$ cat config.mk
export PLATFORM = sky130hd
export DESIGN_NAME = emr_ctrl_flat
export DESIGN_NICKNAME = d
export VERILOG_FILES = /design/src/inc/emr_pkg.sv /design/src/inc/emr_if.sv /design/src/core/emr_ctrl.sv /design/src/flat_wrapper.sv
export VERILOG_INCLUDE_DIRS = /design/src /design/src/inc
export SDC_FILE = /design/constraint.sdc
export NUM_CORES = 1
export LEC_CHECK = 0
export BUFFER_PORTS_ARGS = -buffer_cell sky130_fd_sc_hd__clkbuf_2
export CORE_UTILIZATION = 29
export CTS_BUF_LIST = sky130_fd_sc_hd__clkbuf_16
export DETAILED_ROUTE_END_ITERATION = 16
export PLACE_DENSITY = 0.61
export SYNTH_ARGS = -nofsm -noshare
export SYNTH_HDL_FRONTEND = slang
export SYNTH_SLANG_ARGS = --single-unit
export TNS_END_PERCENT = 50
$ cat constraint.sdc
create_clock -name clk_i -period 1.8 [get_ports clk_i]
set_clock_uncertainty 0.1 [all_clocks]
set_input_delay 0.09 -clock clk_i [delete_from_list [all_inputs] [get_ports clk_i]]
set_output_delay 0.09 -clock clk_i [all_outputs]
set_load 0.005 [all_outputs]
$ cat src/inc/emr_defines.svh
`ifndef EMR_DEFINES_SVH
`define EMR_DEFINES_SVH
`define EMR_ADDR_W        13
`define EMR_BANK_BASE     2'h0
`define EMR_BANK_EXT      2'h2
`define EMR_COV_LSB       0
`define EMR_COV_MSB       2
`define EMR_TEMP_LSB      3
`define EMR_TEMP_MSB      4
`define EMR_DRV_LSB       5
`define EMR_DRV_MSB       6
`define EMR_RSVD_LSB      7
`define EMR_RSVD_MSB      12
`define EMR_COV_RESET     3'h0
`define EMR_TEMP_RESET    2'h3
`define EMR_DRV_RESET     2'h0
`define EMR_CLK_NS        50
`define EMR_TMRD_NS       100
`define EMR_TMRD_CYC      ((`EMR_TMRD_NS + `EMR_CLK_NS - 1) / `EMR_CLK_NS)
`define EMR_REF_DIV_85    8'h10
`define EMR_REF_DIV_70    8'h20
`define EMR_REF_DIV_45    8'h40
`define EMR_REF_DIV_15    8'h80
`endif

$ cat src/inc/emr_pkg.sv
package emr_pkg;
    typedef enum logic [2:0] {
        EMR_CMD_NOP,
        EMR_CMD_MRS,
        EMR_CMD_SREF_ENTER,
        EMR_CMD_SREF_EXIT
    } emr_cmd_t;
    typedef enum logic [1:0] {
        EMR_T70 = 2'h0,
        EMR_T45 = 2'h1,
        EMR_T15 = 2'h2,
        EMR_T85 = 2'h3
    } emr_temp_t;
endpackage

$ cat src/inc/emr_if.sv
`timescale 1ns/100ps
interface emr_if;
    logic [2:0]  cmd;                 // Command code, one cycle each
    logic        bank_addr_bit_high;  // Bank select high
    logic        bank_addr_bit_low;   // Bank select low
    logic [12:0] addr;                // Row address bus
    modport device (input cmd, bank_addr_bit_high, bank_addr_bit_low, addr);
    modport ctrl   (output cmd, bank_addr_bit_high, bank_addr_bit_low, addr);
endinterface

$ cat src/core/emr_ctrl.sv
// The address-and-strobe port and the register offsets are this design's own decisions.
`timescale 1ns/100ps
`include "emr_defines.svh"
module emr_ctrl
    import emr_pkg::*;
(
    input  wire logic        clk_i,        // 20 MHz clock
    input  wire logic        rst_b_i,      // Sync reset, low
    emr_if.ctrl              bus,          // Command side
    input  wire logic [3:0]  addr_i,       // Register address
    input  wire logic [15:0] wdata_i,      // Write data
    input  wire logic        wr_i,         // Write strobe
    input  wire logic        rd_i,         // Read strobe
    input  wire logic        banks_idle_i, // All banks idle, no burst
    output logic [15:0]      rdata_o       // Read data, next cycle
);
    // Registers: 0 config word, 1 command (write 1 go, 2 sref in, 3 out), 2 status
    localparam logic [3:0] REG_CFG = 4'h0;
    localparam logic [3:0] REG_CMD = 4'h1;
    localparam logic [3:0] REG_STAT = 4'h2;
    localparam logic [1:0] TMRD = 2'(`EMR_TMRD_CYC);

    typedef enum logic [1:0] {ST_IDLE, ST_WAIT_IDLE, ST_HOLD} emr_st_t;
    emr_st_t     st, next_st;
    logic [12:0] cfg, next_cfg;
    logic [1:0]  wait_cnt, next_wait_cnt;
    logic        written, next_written;
    logic        bad, next_bad;
    logic [2:0]  cmd, next_cmd;
    logic        ba_h, next_ba_h;
    logic        ba_l, next_ba_l;
    logic [12:0] adr, next_adr;
    logic [15:0] rdata, next_rdata;
    logic        reserved_code;

    // Reserved field codes are refused rather than sent
    assign reserved_code = (|cfg[`EMR_RSVD_MSB:`EMR_RSVD_LSB])
        || (cfg[`EMR_DRV_MSB:`EMR_DRV_LSB] == 2'h3)
        || (cfg[2:0] == 3'h3) || (cfg[2:0] == 3'h4) || (cfg[2:0] == 3'h7);

    always_comb
    begin
        next_st = st;
        next_cfg = cfg;
        next_wait_cnt = wait_cnt;
        next_written = written;
        next_bad = bad;
        next_cmd = EMR_CMD_NOP;
        next_ba_h = 1'b0;
        next_ba_l = 1'b0;
        next_adr = 13'h0000;
        next_rdata = 16'h0000;
        if (wr_i && addr_i == REG_CFG && st == ST_IDLE)
            next_cfg = wdata_i[12:0];
        if (rd_i)
        begin
            unique case (addr_i)
                REG_CFG:  next_rdata = {3'h0, cfg};
                REG_STAT: next_rdata = {13'h0000, bad, written, st != ST_IDLE};
                default:  next_rdata = 16'h0000;
            endcase
        end
        unique case (st)
            ST_IDLE:
            begin
                if (wr_i && addr_i == REG_CMD && wdata_i[1:0] == 2'h1)
                begin
                    if (reserved_code)
                        next_bad = 1'b1;
                    else
                    begin
                        next_bad = 1'b0;
                        next_st = ST_WAIT_IDLE;
                    end
                end
                else if (wr_i && addr_i == REG_CMD && wdata_i[1:0] == 2'h2)
                    next_cmd = EMR_CMD_SREF_ENTER;
                else if (wr_i && addr_i == REG_CMD && wdata_i[1:0] == 2'h3)
                    next_cmd = EMR_CMD_SREF_EXIT;
            end
            ST_WAIT_IDLE:
            begin
                if (banks_idle_i)
                begin
                    next_cmd = EMR_CMD_MRS;
                    next_ba_h = 1'b1;
                    next_ba_l = 1'b0;
                    next_adr = cfg;
                    next_wait_cnt = TMRD;
                    next_st = ST_HOLD;
                end
            end
            ST_HOLD:
            begin
                // No command leaves until the mode-register delay runs out
                if (wait_cnt == 2'h0)
                begin
                    next_written = 1'b1;
                    next_st = ST_IDLE;
                end
                else
                    next_wait_cnt = wait_cnt - 2'h1;
            end
        endcase
    end

    always_ff @(posedge clk_i)
    begin
        if (!rst_b_i)
        begin
            st <= ST_IDLE;
            cfg <= {6'h00, `EMR_DRV_RESET, `EMR_TEMP_RESET, `EMR_COV_RESET};
            wait_cnt <= 2'h0;
            written <= 1'b0;
            bad <= 1'b0;
            cmd <= EMR_CMD_NOP;
            ba_h <= 1'b0;
            ba_l <= 1'b0;
            adr <= 13'h0000;
            rdata <= 16'h0000;
        end
        else
        begin
            st <= next_st;
            cfg <= next_cfg;
            wait_cnt <= next_wait_cnt;
            written <= next_written;
            bad <= next_bad;
            cmd <= next_cmd;
            ba_h <= next_ba_h;
            ba_l <= next_ba_l;
            adr <= next_adr;
            rdata <= next_rdata;
        end
    end

    assign bus.cmd = cmd;
    assign bus.bank_addr_bit_high = ba_h;
    assign bus.bank_addr_bit_low = ba_l;
    assign bus.addr = adr;
    assign rdata_o = rdata;
endmodule

$ cat src/flat_wrapper.sv
// flat-port wrapper written by rule: the top's interface ports become plain ports
module emr_ctrl_flat import emr_pkg::*;
  (clk_i, rst_b_i, addr_i, wdata_i, wr_i, rd_i, banks_idle_i, rdata_o, bus_cmd, bus_bank_addr_bit_high, bus_bank_addr_bit_low, bus_addr);
  emr_if bus_i ();
  input  wire logic clk_i;
  input  wire logic rst_b_i;
  input  wire logic [3:0] addr_i;
  input  wire logic [15:0] wdata_i;
  input  wire logic wr_i;
  input  wire logic rd_i;
  input  wire logic banks_idle_i;
  output logic [15:0] rdata_o;
  output wire logic [$bits(bus_i.cmd)-1:0] bus_cmd;
  output wire logic [$bits(bus_i.bank_addr_bit_high)-1:0] bus_bank_addr_bit_high;
  output wire logic [$bits(bus_i.bank_addr_bit_low)-1:0] bus_bank_addr_bit_low;
  output wire logic [$bits(bus_i.addr)-1:0] bus_addr;
  assign bus_cmd = bus_i.cmd;
  assign bus_bank_addr_bit_high = bus_i.bank_addr_bit_high;
  assign bus_bank_addr_bit_low = bus_i.bank_addr_bit_low;
  assign bus_addr = bus_i.addr;
  emr_ctrl u_core (.clk_i(clk_i), .rst_b_i(rst_b_i), .bus(bus_i), .addr_i(addr_i), .wdata_i(wdata_i), .wr_i(wr_i), .rd_i(rd_i), .banks_idle_i(banks_idle_i), .rdata_o(rdata_o));
endmodule
# == After elaboration in Yosys (flattened, before gate mapping) ==
# Cells that the tools add are included.
# word_totals
register_bits,52
in_bits,25
output_inout_bits,34
elab_cells,64
# classes
add_sub_neg,1
eq_ne,16
muxes,15
n_reduce_logical,23
# op_table
cell,count
$pmux W13 S2,1
$mux W2,6
$eq A2 B2 Y1 const B,4
$ne A2 B2 Y1 const B,4
$reduce_and A2 Y1,4
$eq A3 B3 Y1 const B,2
$logic_and A1 B1 Y1,6
$mux W3,2
$pmux W2 S3,1
$pmux W3 S2,1
$reduce_and A3 Y1,2
$reduce_or A6 Y1,1
$eq A2 B1 Y1 const B,2
$eq A4 B1 Y1 const B,1
$eq A4 B2 Y1 const B,1
$logic_not A2 Y1,2
$logic_not A4 Y1,1
$logic_or A1 B1 Y1,4
$pmux W2 S2,1
$reduce_and A4 Y1,1
$reduce_bool A2 Y1,2
$eq A3 B2 Y1 const B,1
$mux W1,3
$ne A2 B1 Y1 const B,1
$sub A2 B1 Y2 const B,1

# == Longest topological paths before layout ==
# Gate-level depths: netlist (run 1).
# logic_depth
depth_word,8
mapped_depth,8
mapped_depth_nobuf,6

# == Worst setup path after synthesis (run 1) ==
# Ideal clock, no wire load.
# synth_path
path_kind,register to register
from,register u_core.st[0]
to,register u_core.cfg[3]
setup_ns,0.129
arrival_ns,1.531
required_time_ns,1.571
setup_slack_ns,0.040
stages_incl_launch_ff,9
path_buffers,2
synth_period_minus_slack_ns,1.760
path_cell_list,dfxtp_1 > inv_1 > ha_1 > inv_1 > or4_4 > buf_6 > buf_6 > mux2i_1 > nand2_1
# synth_via
elab_chain_cells,2
# synth_lines
item,line_no,text
from (decl),emr_ctrl.sv:24,"emr_st_t st, next_st;"
from (signal assigned),emr_ctrl.sv:124,st <= next_st;
$logic_not A2 Y1,emr_ctrl.sv:53,if (wr_i && addr_i == REG_CFG && st == ST_IDLE)
$logic_and A1 B1 Y1,emr_ctrl.sv:53,
to (signal assigned),emr_ctrl.sv:112,"cfg <= {6'h00, `EMR_DRV_RESET, `EMR_TEMP_RESET, `EMR_COV_RESET};"
to (signal assigned),emr_ctrl.sv:125,cfg <= next_cfg;
to (decl),emr_ctrl.sv:25,"logic [12:0] cfg, next_cfg;"
# No other way between the ends.
# A chain may end at the register's enable or synchronous reset.

# == Worst setup path in the final report (run 1) ==
# layout_path
from,input port addr_i[1]
to,register u_core.cfg[12]
# layout_via
elab_chain_cells,3
# layout_lines
item,line_no,text
from (decl),flat_wrapper.sv:7,input wire logic [3:0] addr_i;
$logic_not A4 Y1,emr_ctrl.sv:53,
$logic_and A1 B1 Y1 (2 in series),emr_ctrl.sv:53,
# No other way between the ends.

==> metrics.csv, run 1 <==
metric,value,unit
Row Count,27,
clock latency on the worst-skew pair,0.28,ns
Yosys warning count,0,
multi-input logic area,693,um^2
Post-synth top flop,dfxtp_1,
# setup viols final,0,
maximum fanout along the worst path,13,
CP Cell Sequence,dlygate4sd3_1 > clkbuf_2 > or4_4 > mux2i_1 > nor2_1,
Max VDD drop,0.405,mV
leakage,1.17,nW
clk root buf,clkbuf_16,
required time worst endpoint,1.86,ns
dpl hpwl,2400,um
initial antenna violation count,0,
layout cells sized above 1,0.307,
Clock Path Buffers,2,
TritonCTS clock tree,done,
CP endpoint kind,flop,
"Reg clk slew, reported paths",0.06,ns
crit-path max cell delay,0.68,ns
Yosys cell types,30,
RR Startpoint,u_core.st[1],
CP Launch Type,primary input,
Syn Inst Count,162,
Core Area,5610,um^2
num ports,59,
Post-CTS Setup Bufs,0,
ANT nets after route,0,
crit path time final,1.69,ns
vias in the first global route,1232,
largest net degree at the start of global routing,16,
CTS H-tree lvls,2,
Worst EP arrival,1.74,ns
RD Place Congestion,0.806,
global route overflow,0,
Post-synth EDFFs,0,
Final Hold Fails,0,
clk sinks,48,
max cap viols,0,
final core utilization,0.416,
Area after DPL,2030,um^2
DRC Markers,0,
Slew @ Worst Pin,0.514,ns
most frequent cells after synthesis,"48 x dfxtp_1, 23 x and2_1, 18 x mux2i_1, 18 x nor2_1, 7 x inv_1",
post-layout power,2.24,mW
"flops & latches, synth",48,
worst path bufs/invs,2,
Detailed Route WL,3430,um
fin worst setup slack,0.112,ns
Die Wd,78.9,um
Fill cells,577,
most common cell in the netlist,dfxtp_1,
Worst Setup SP,addr_i[1],
cell taking the most area after synthesis,dfxtp_1,
Antenna diodes,0,
max_slew headroom,0.657,
PwrDens,961,nW/um^2
cts bufs inserted,5,
Place WS,0.0531,ns
Die Y,78.9,um
status,finished clean,
largest cells by area after synthesis,"dfxtp_1 56%, mux2i_1 10%, and2_1 8.4%",
via density per instance,4.21,
Die ar.,6230,um^2
Crit path max-delay family,simple AND/OR/NAND/NOR gates,
Final Max Tran Viols,0,
Worst Hold Class,primary input to flop,
f_max,593,MHz
Async SR Flop Fraction,0,
Crit Path Class,primary input to flop,
initial DRC count,47,
synth-to-layout area growth,36.0,%
"Design Area, Final",2330,um^2
detailed-route via count,1277,
final-stage net count,259,
first-pass GRT wire length,5610,um
Total GRT Usage,0.121,
crit path max-delay cell type,or4_4,
mean post-synth cell area,10.6,um^2
Post-Syn Area,1720,um^2
IO Port Bufs,50,
"Seq/Total Area, Yosys",0.560,
share of the synthesized area in the top cell type,0.560,
TritonRoute pass-1 iters,4,
min-delay src,wdata_i[0],
Starting Density,0.306,
Routed WL per cell,11.3,um
Reg area,961,um^2
final critical-path share of the clock period,0.938,
==> per-stage QoR <==
stage                     hold slack (ns)  instances  TNS (ns)
after floorplan                     0.100        166         0
after global placement              0.219        281         0
after detailed placement            0.224        281         0
after CTS                        0.000895        303         0
after global routing               0.0385        303  -0.00342
final                             0.00734        303         0
==> logic make-up after synthesis <==
logic type	Yosys count	share of synthesized area
AND/OR/NAND/NOR	65	0.211
AO/OA/AOI/OAI	8	0.0343
flip-flops	48	0.560
adder cells (fa/ha/maj)	4	0.0292
multiplexers	18	0.105
other	1	0.00218
buffers and inverters	18	0.0590
==> cell type report <==
| cell class | instances | share of cell area |
|---|---|---|
| multi-input combinational | 100 | 0.297 |
| timing repair buffer | 68 | 0.180 |
| inverter | 7 | 0.0113 |
| sequential | 48 | 0.412 |
| tap | 72 | 0.0386 |
| clock buffer | 5 | 0.0536 |
| clock inverter | 3 | 0.00804 |
==> worst reg2reg max path, delay by kind of cell, from the launching register on <==
kind / cells / cell delay (ns)
and+or+nand+nor: 2 / 0.62
DFF: 1 / 0.34
muxes: 1 / 0.21
adders and majority gates: 1 / 0.17
buffers and inverters: 2 / 0.12
==> registers in the layout, indices dropped and copies added, names as in the netlist <==
signal	count
u_core.written	1
u_core.bus.bank_addr_bit_high	1
u_core.st	2
u_core.bad	1
u_core.wait_cnt	2
u_core.bus.cmd	2
u_core.bus.addr	13
u_core.cfg	13
u_core.rdata_o	13
==> routing by layer <==
metal	vias up	global-route usage	wire length, um
met5	-	0	0
met4	0	0.0655	78
li1	660	-	-
met1	570	0.137	1590
met2	40	0.203	1610
met3	7	0.0345	154
==> final timing paths <==
check,end,cells past startpoint,slack (ns)
worst max-delay path,u_core.cfg[12],5,0.11
worst min-delay path,u_core.cfg[0],3,0.007
worst max register to register,u_core.cfg[12],6,0.13
worst min register to register,u_core.bus.addr[4],1,0.37
==> power breakdown <==
| group | internal, mW | total [mW] | leakage [nW] | switching, mW |
|---|---|---|---|---|
| combinational | 0.124 | 0.242 | 0.706 | 0.118 |
| sequential | 1.09 | 1.11 | 0.387 | 0.0157 |
| clock | 0.512 | 0.897 | 0.0736 | 0.385 |
==> layout by cell type, fill, tap and decap left out, drive strengths merged <==
cell type    Yosys  routed
clkbuf           4      55
dfxtp           48      48
and2            23      23
mux2i           18      18
nor2            18      18
dlygate4sd3      0      14
inv              7       7
nand2            6       6
conb             1       5
buf              7       4
ha               4       4
nor3             3       3
clkinv           0       3
nand2b           2       2
and3             2       2
or4              2       2
a221oi           2       2
nor2b            2       2
a31oi            2       2
or3b             1       1
or4b             1       1
nor3b            1       1
nor4             1       1
nand3            1       1
a211oi           1       1
a21o             1       1
a311oi           1       1
nand3b           1       1
and3b            1       1
a21oi            1       1
==> timing repair <==
item / CTS / global route
gates resized for setup: 0 / 7
setup endpoints to repair: 0 / 15
hold buffers: 14 / 0
endpoints found under the hold margin: 14 / 0
No activity file was read; power rests on OpenSTA's default activity.
==> run 2, diff against run 1 <==
--- a/config.mk
+++ b/config.mk
@@ -6,7 +6,7 @@
 export SDC_FILE = /design/constraint.sdc
 export NUM_CORES = 1
 export LEC_CHECK = 0
-export BUFFER_PORTS_ARGS = -buffer_cell sky130_fd_sc_hd__clkbuf_2
+export BUFFER_PORTS_ARGS = -buffer_cell sky130_fd_sc_hd__buf_2
 export CORE_UTILIZATION = 29
 export CTS_BUF_LIST = sky130_fd_sc_hd__clkbuf_16
 export DETAILED_ROUTE_END_ITERATION = 16
==> constraint.sdc (replaced) <==
create_clock -name clk_i -period 1.5 [get_ports clk_i]
set_clock_uncertainty 0.1 [all_clocks]
set_input_delay 0.075 -clock clk_i [delete_from_list [all_inputs] [get_ports clk_i]]
set_output_delay 0.075 -clock clk_i [all_outputs]
set_load 0.005 [all_outputs]
==> run 2 against run 1 <==
  * The run now ends with negative setup slack left
  * Combinational power grew 45%
  * Utilization grew 2.4 points
  * Final area rose by 5.7%
  * Global-route usage rose by 0.073 points
  * Sequential cell count unchanged
  * Final cell count rose by 3.0%
  * Critical path type is now flop to flop
  * Critical endpoint is now u_core.st[1]
  * Largest cell class unchanged
==> metrics.csv, run 2 (synthesis gave the netlist of run 1 again) <==
metric,value,unit
clk sinks,48,
synth-to-layout area growth,43.8,%
Final Hold Fails,0,
R2R cell count,4,
RSZ-0062 raised after global routing,yes,
via density per instance,4.31,
TritonRoute pass-1 iters,4,
f_max,615,MHz
max cap viols,0,
Area after DPL,2120,um^2
post-layout power,3.07,mW
worst path bufs/invs,0,
Fill cells,558,
Antenna diodes,0,
Clock Path Buffers,2,
maximum fanout along the worst path,2,
"Design Area, Final",2470,um^2
Worst Hold Class,primary input to flop,
vias in the first global route,1289,
CTS H-tree lvls,2,
initial DRC count,40,
"non-filler cells, final",312,
placed cell count,292,
TritonCTS clock tree,done,
largest net degree at the start of global routing,16,
"most common cell after layout, fill and taps aside",buf_2,
CP endpoint kind,flop,
Starting Density,0.306,
failing checks,negative setup slack,
Total GRT Usage,0.121,
# setup viols final,15,
Max VDD drop,0.501,mV
PwrDens,1240,nW/um^2
Crit path max-delay family,simple AND/OR/NAND/NOR gates,
required time worst endpoint,1.56,ns
CP Depth,4,
Row Count,27,
global route overflow,0,
"commonest cells after routing, fill and taps aside","50 x buf_2, 46 x dfxtp_1, 23 x and2_1, 18 x mux2i_1, 18 x nor2_1",
Final Max Tran Viols,0,
dpl hpwl,2630,um
fin worst setup slack,-0.126,ns
DRC Markers,0,
IO Port Bufs,50,
final critical-path share of the clock period,1.08,
Core Area,5610,um^2
leakage,1.26,nW
CP Launch Type,flop,
cts bufs inserted,5,
Worst EP arrival,1.69,ns
crit path time final,1.63,ns
crit-path max cell delay,0.51,ns
first-pass GRT wire length,5760,um
CP Cell Sequence,or4b_1 > a221oi_2 > a31oi_2 > mux2i_1,
detailed-route via count,1344,
status,"finished, violations left",
clk root buf,clkbuf_16,
layout cells sized above 1,0.358,
Detailed Route WL,3800,um
crit path max-delay cell type,or4b_1,
num ports,59,
ANT nets after route,0,
Place WS,-0.226,ns
Die ar.,6230,um^2
Hold Path Depth,3,
Die Wd,78.9,um
clock latency on the worst-skew pair,0.28,ns
Routed WL per cell,12.2,um
"Reg clk slew, reported paths",0.06,ns
initial antenna violation count,0,
RD Place Congestion,0.800,
Crit Path Class,flop to flop,
Die Y,78.9,um
final-stage net count,269,
run 2: worst reg2reg max path: stages, from the launching register on:
cell,delay (ns)
dfxtp_1,0.31
or4b_1,0.51
a221oi_2,0.28
a31oi_2,0.17
mux2i_1,0.14
run 2: routing by layer:
| metal | GRT usage | vias up | wire length (um) |
|---|---|---|---|
| met3 | 0.0253 | 6 | 151 |
| met2 | 0.231 | 32 | 2030 |
| met1 | 0.126 | 625 | 1570 |
| met5 | 0 | - | 0 |
| met4 | 0.0564 | 0 | 56 |
| li1 | - | 681 | - |
run 2: what timing repair did:
item | CTS | global route
hold endpoints to repair | 11 | 0
gates resized for setup | 5 | 2
hold buffers | 12 | 0
setup endpoints to repair | 18 | 31
buffers inserted | 1 | 0
gates cloned | 0 | 1
pin swaps | 4 | 4
run 2: cell type report:
type | count | area (um^2) | area share
timing repair buffer | 77 | 483 | 0.196
clock buffer | 5 | 125 | 0.0507
multi-input combinational | 101 | 721 | 0.292
clock inverter | 2 | 60.1 | 0.0243
inverter | 7 | 26.3 | 0.0106
tap | 72 | 90.1 | 0.0365
sequential | 48 | 963 | 0.390
run 2: metrics by stage:
step | TNS, ns | hold WS, ns | utilization
6_report | -1.33 | 0.0195 | 0.440
5_1_grt | -2.47 | 0.0316 | 0.440
4_1_cts | -1.84 | 0.0132 | 0.438
3_5_place_dp | -2.64 | 0.199 | 0.379
3_3_place_gp | -2.19 | 0.186 | 0.379
2_1_floorplan | -2.22 | 0.0854 | -
run 2: final timing paths:
| check | from | to | slack [ns] |
|---|---|---|---|
| setup / recovery | u_core.cfg[12] | u_core.st[1] | -0.13 |
| hold / removal | rd_i | u_core.rdata_o[1] | 0.02 |
| setup reg to reg | u_core.cfg[12] | u_core.st[1] | -0.13 |
| hold reg to reg | u_core.written | u_core.written | 0.37 |
run 2: power by group:
group          total [mW]  switching, mW  internal (mW)
Sequential           1.32         0.0148           1.31
Combinational       0.351          0.163          0.188
Clock                1.39          0.445          0.945
==> run 3, diff against run 2 <==
--- a/config.mk
+++ b/config.mk
@@ -10,7 +10,7 @@
 export CORE_UTILIZATION = 29
 export CTS_BUF_LIST = sky130_fd_sc_hd__clkbuf_16
 export DETAILED_ROUTE_END_ITERATION = 16
-export PLACE_DENSITY = 0.61
+export PLACE_DENSITY = 0.59
 export SYNTH_ARGS = -nofsm -noshare
 export SYNTH_HDL_FRONTEND = slang
 export SYNTH_SLANG_ARGS = --single-unit
==> constraint.sdc (replaced) <==
create_clock -name clk_i -period 2.1 [get_ports clk_i]
set_clock_uncertainty 0.1 [all_clocks]
set_input_delay 0.105 -clock clk_i [delete_from_list [all_inputs] [get_ports clk_i]]
set_output_delay 0.105 -clock clk_i [all_outputs]
set_load 0.005 [all_outputs]
==> run 3 against run 2 <==
  * The run now ends clean
  * Count of clock-buffer cells in the layout stayed put
  * Utilization is 3.1 points lower
  * Non-clock buffer count is 14 lower
  * Final cell count is 4.5% lower
  * Final area is 7.0% lower
  * Critical endpoint is now u_core.st[0]
==> metrics.csv, run 3 (synthesis gave the netlist of run 1 again) <==
metric,value,unit
max_slew headroom,0.606,
Total GRT Usage,0.120,
via density per instance,4.31,
status,finished clean,
f_max,529,MHz
Die Y,78.9,um
max cap viols,0,
Clock Path Buffers,2,
Fill cells,584,
Gate power share,0.092,
"Reg clk slew, reported paths",0.06,ns
P_int,1.58,mW
Core Area,5610,um^2
vias in the first global route,1196,
Detailed Route WL,3410,um
synth-to-layout area growth,33.7,%
Final Hold Fails,0,
Clk network pwr share,0.439,
Crit Path Class,primary input to flop,
"Design Area, Final",2290,um^2
CP Launch Type,primary input,
Starting Density,0.306,
DRC Markers,0,
hold slack,0.00392,ns
Max VDD drop,0.423,mV
crit path time final,1.89,ns
initial DRC count,34,
largest net degree at the start of global routing,16,
CP endpoint kind,flop,
TritonRoute pass-1 iters,4,
Worst EP arrival,1.95,ns
leakage,1.17,nW
Place WS,0.309,ns
clk root buf,clkbuf_16,
detailed-route via count,1283,
# setup viols final,0,
ANT nets after route,0,
RSZ-0062 raised after global routing,no,
Worst Hold Class,primary input to flop,
"non-filler cells, final",298,
num ports,59,
"most common cell after layout, fill and taps aside",buf_2,
RD Place Congestion,0.790,
Reg area,961,um^2
Die ar.,6230,um^2
Final Max Tran Viols,0,
dpl hpwl,2400,um
Psw,432,uW
layout cells sized above 1,0.261,
global route overflow,0,
Net Sw Frac,0.214,
final critical-path share of the clock period,0.900,
Antenna diodes,0,
maximum fanout along the worst path,4,
PwrDens,879,nW/um^2
CTS H-tree lvls,2,
part of the power in registers,0.469,
cts bufs inserted,5,
Routed WL per cell,11.4,um
"commonest cells after routing, fill and taps aside","50 x buf_2, 48 x dfxtp_1, 23 x and2_1, 18 x mux2i_1, 18 x nor2_1",
Row Count,27,
first-pass GRT wire length,5630,um
IO Port Bufs,50,
Slew @ Worst Pin,0.588,ns
placed cell count,277,
initial antenna violation count,0,
clock latency on the worst-skew pair,0.28,ns
final-stage net count,254,
clk sinks,48,
Post-CTS Setup Bufs,0,
setup TNS,0,ns
multi-input logic area,669,um^2
Die Wd,78.9,um
fin worst setup slack,0.210,ns
TritonCTS clock tree,done,
required time worst endpoint,2.16,ns
Area after DPL,2000,um^2
run 3: cell types whose count changed in the layout (fill, tap and decap cells not counted), sizes merged:
cell,change
or4,-1
dlygate4sd3,+1
bufinv,-1
clkinv,+2
buf,-15
run 3: worst paths after layout:
| check | cells past startpoint | start | end | slack [ns] |
|---|---|---|---|---|
| max | 6 | wdata_i[0] | u_core.st[0] | 0.21 |
| min | 3 | wdata_i[1] | u_core.cfg[1] | 0.004 |
| max reg2reg | 6 | u_core.st[0] | u_core.cfg[3] | 0.29 |
| min reg2reg | 1 | u_core.cfg[4] | u_core.rdata_o[4] | 0.37 |
run 3: worst max-delay path, cell delays in order:
cell           delay, ns
dlygate4sd3_1       0.51
buf_2               0.15
or4b_1              0.43
a221oi_1            0.34
a31oi_1             0.24
mux2i_1             0.16
run 3: layout make-up:
cell class                 count  area share
inverter                       7      0.0115
clock inverter                 3      0.0185
sequential                    48       0.419
timing repair buffer          63       0.166
clock buffer                   5      0.0545
multi-input combinational    100       0.292
tap                           72      0.0393
run 3: routing by layer:
| layer | GRT usage | wire length, um | part of all wire |
|---|---|---|---|
| met1 | 0.144 | 1540 | 0.45 |
| met2 | 0.200 | 1640 | 0.48 |
| met3 | 0.0345 | 168 | 0.049 |
| met4 | 0.0545 | 56 | 0.016 |
| met5 | 0 | 0 | 0 |
run 3: repair_timing:
action | CTS | global route
hold buffers | 13 | 0
gates resized for setup | 0 | 0
hold endpoints to repair | 12 | 0
run 3: through the flow:
stage,power [mW],util
6_report,2.02,0.409
5_1_grt,2.10,0.409
4_1_cts,2.05,0.409
3_5_place_dp,1.14,0.356
3_3_place_gp,1.13,0.356
2_1_floorplan,1.09,-
run 3: power groups by stage:
| stage | Combinational, mW | Clock [mW] | Sequential (mW) |
|---|---|---|---|
| after floorplan | 0.121 | 0 | 0.965 |
| after global placement | 0.167 | 0 | 0.965 |
| after detailed placement | 0.168 | 0 | 0.967 |
| after CTS | 0.188 | 0.917 | 0.946 |
| after global routing | 0.210 | 0.944 | 0.950 |
| final | 0.185 | 0.885 | 0.946 |
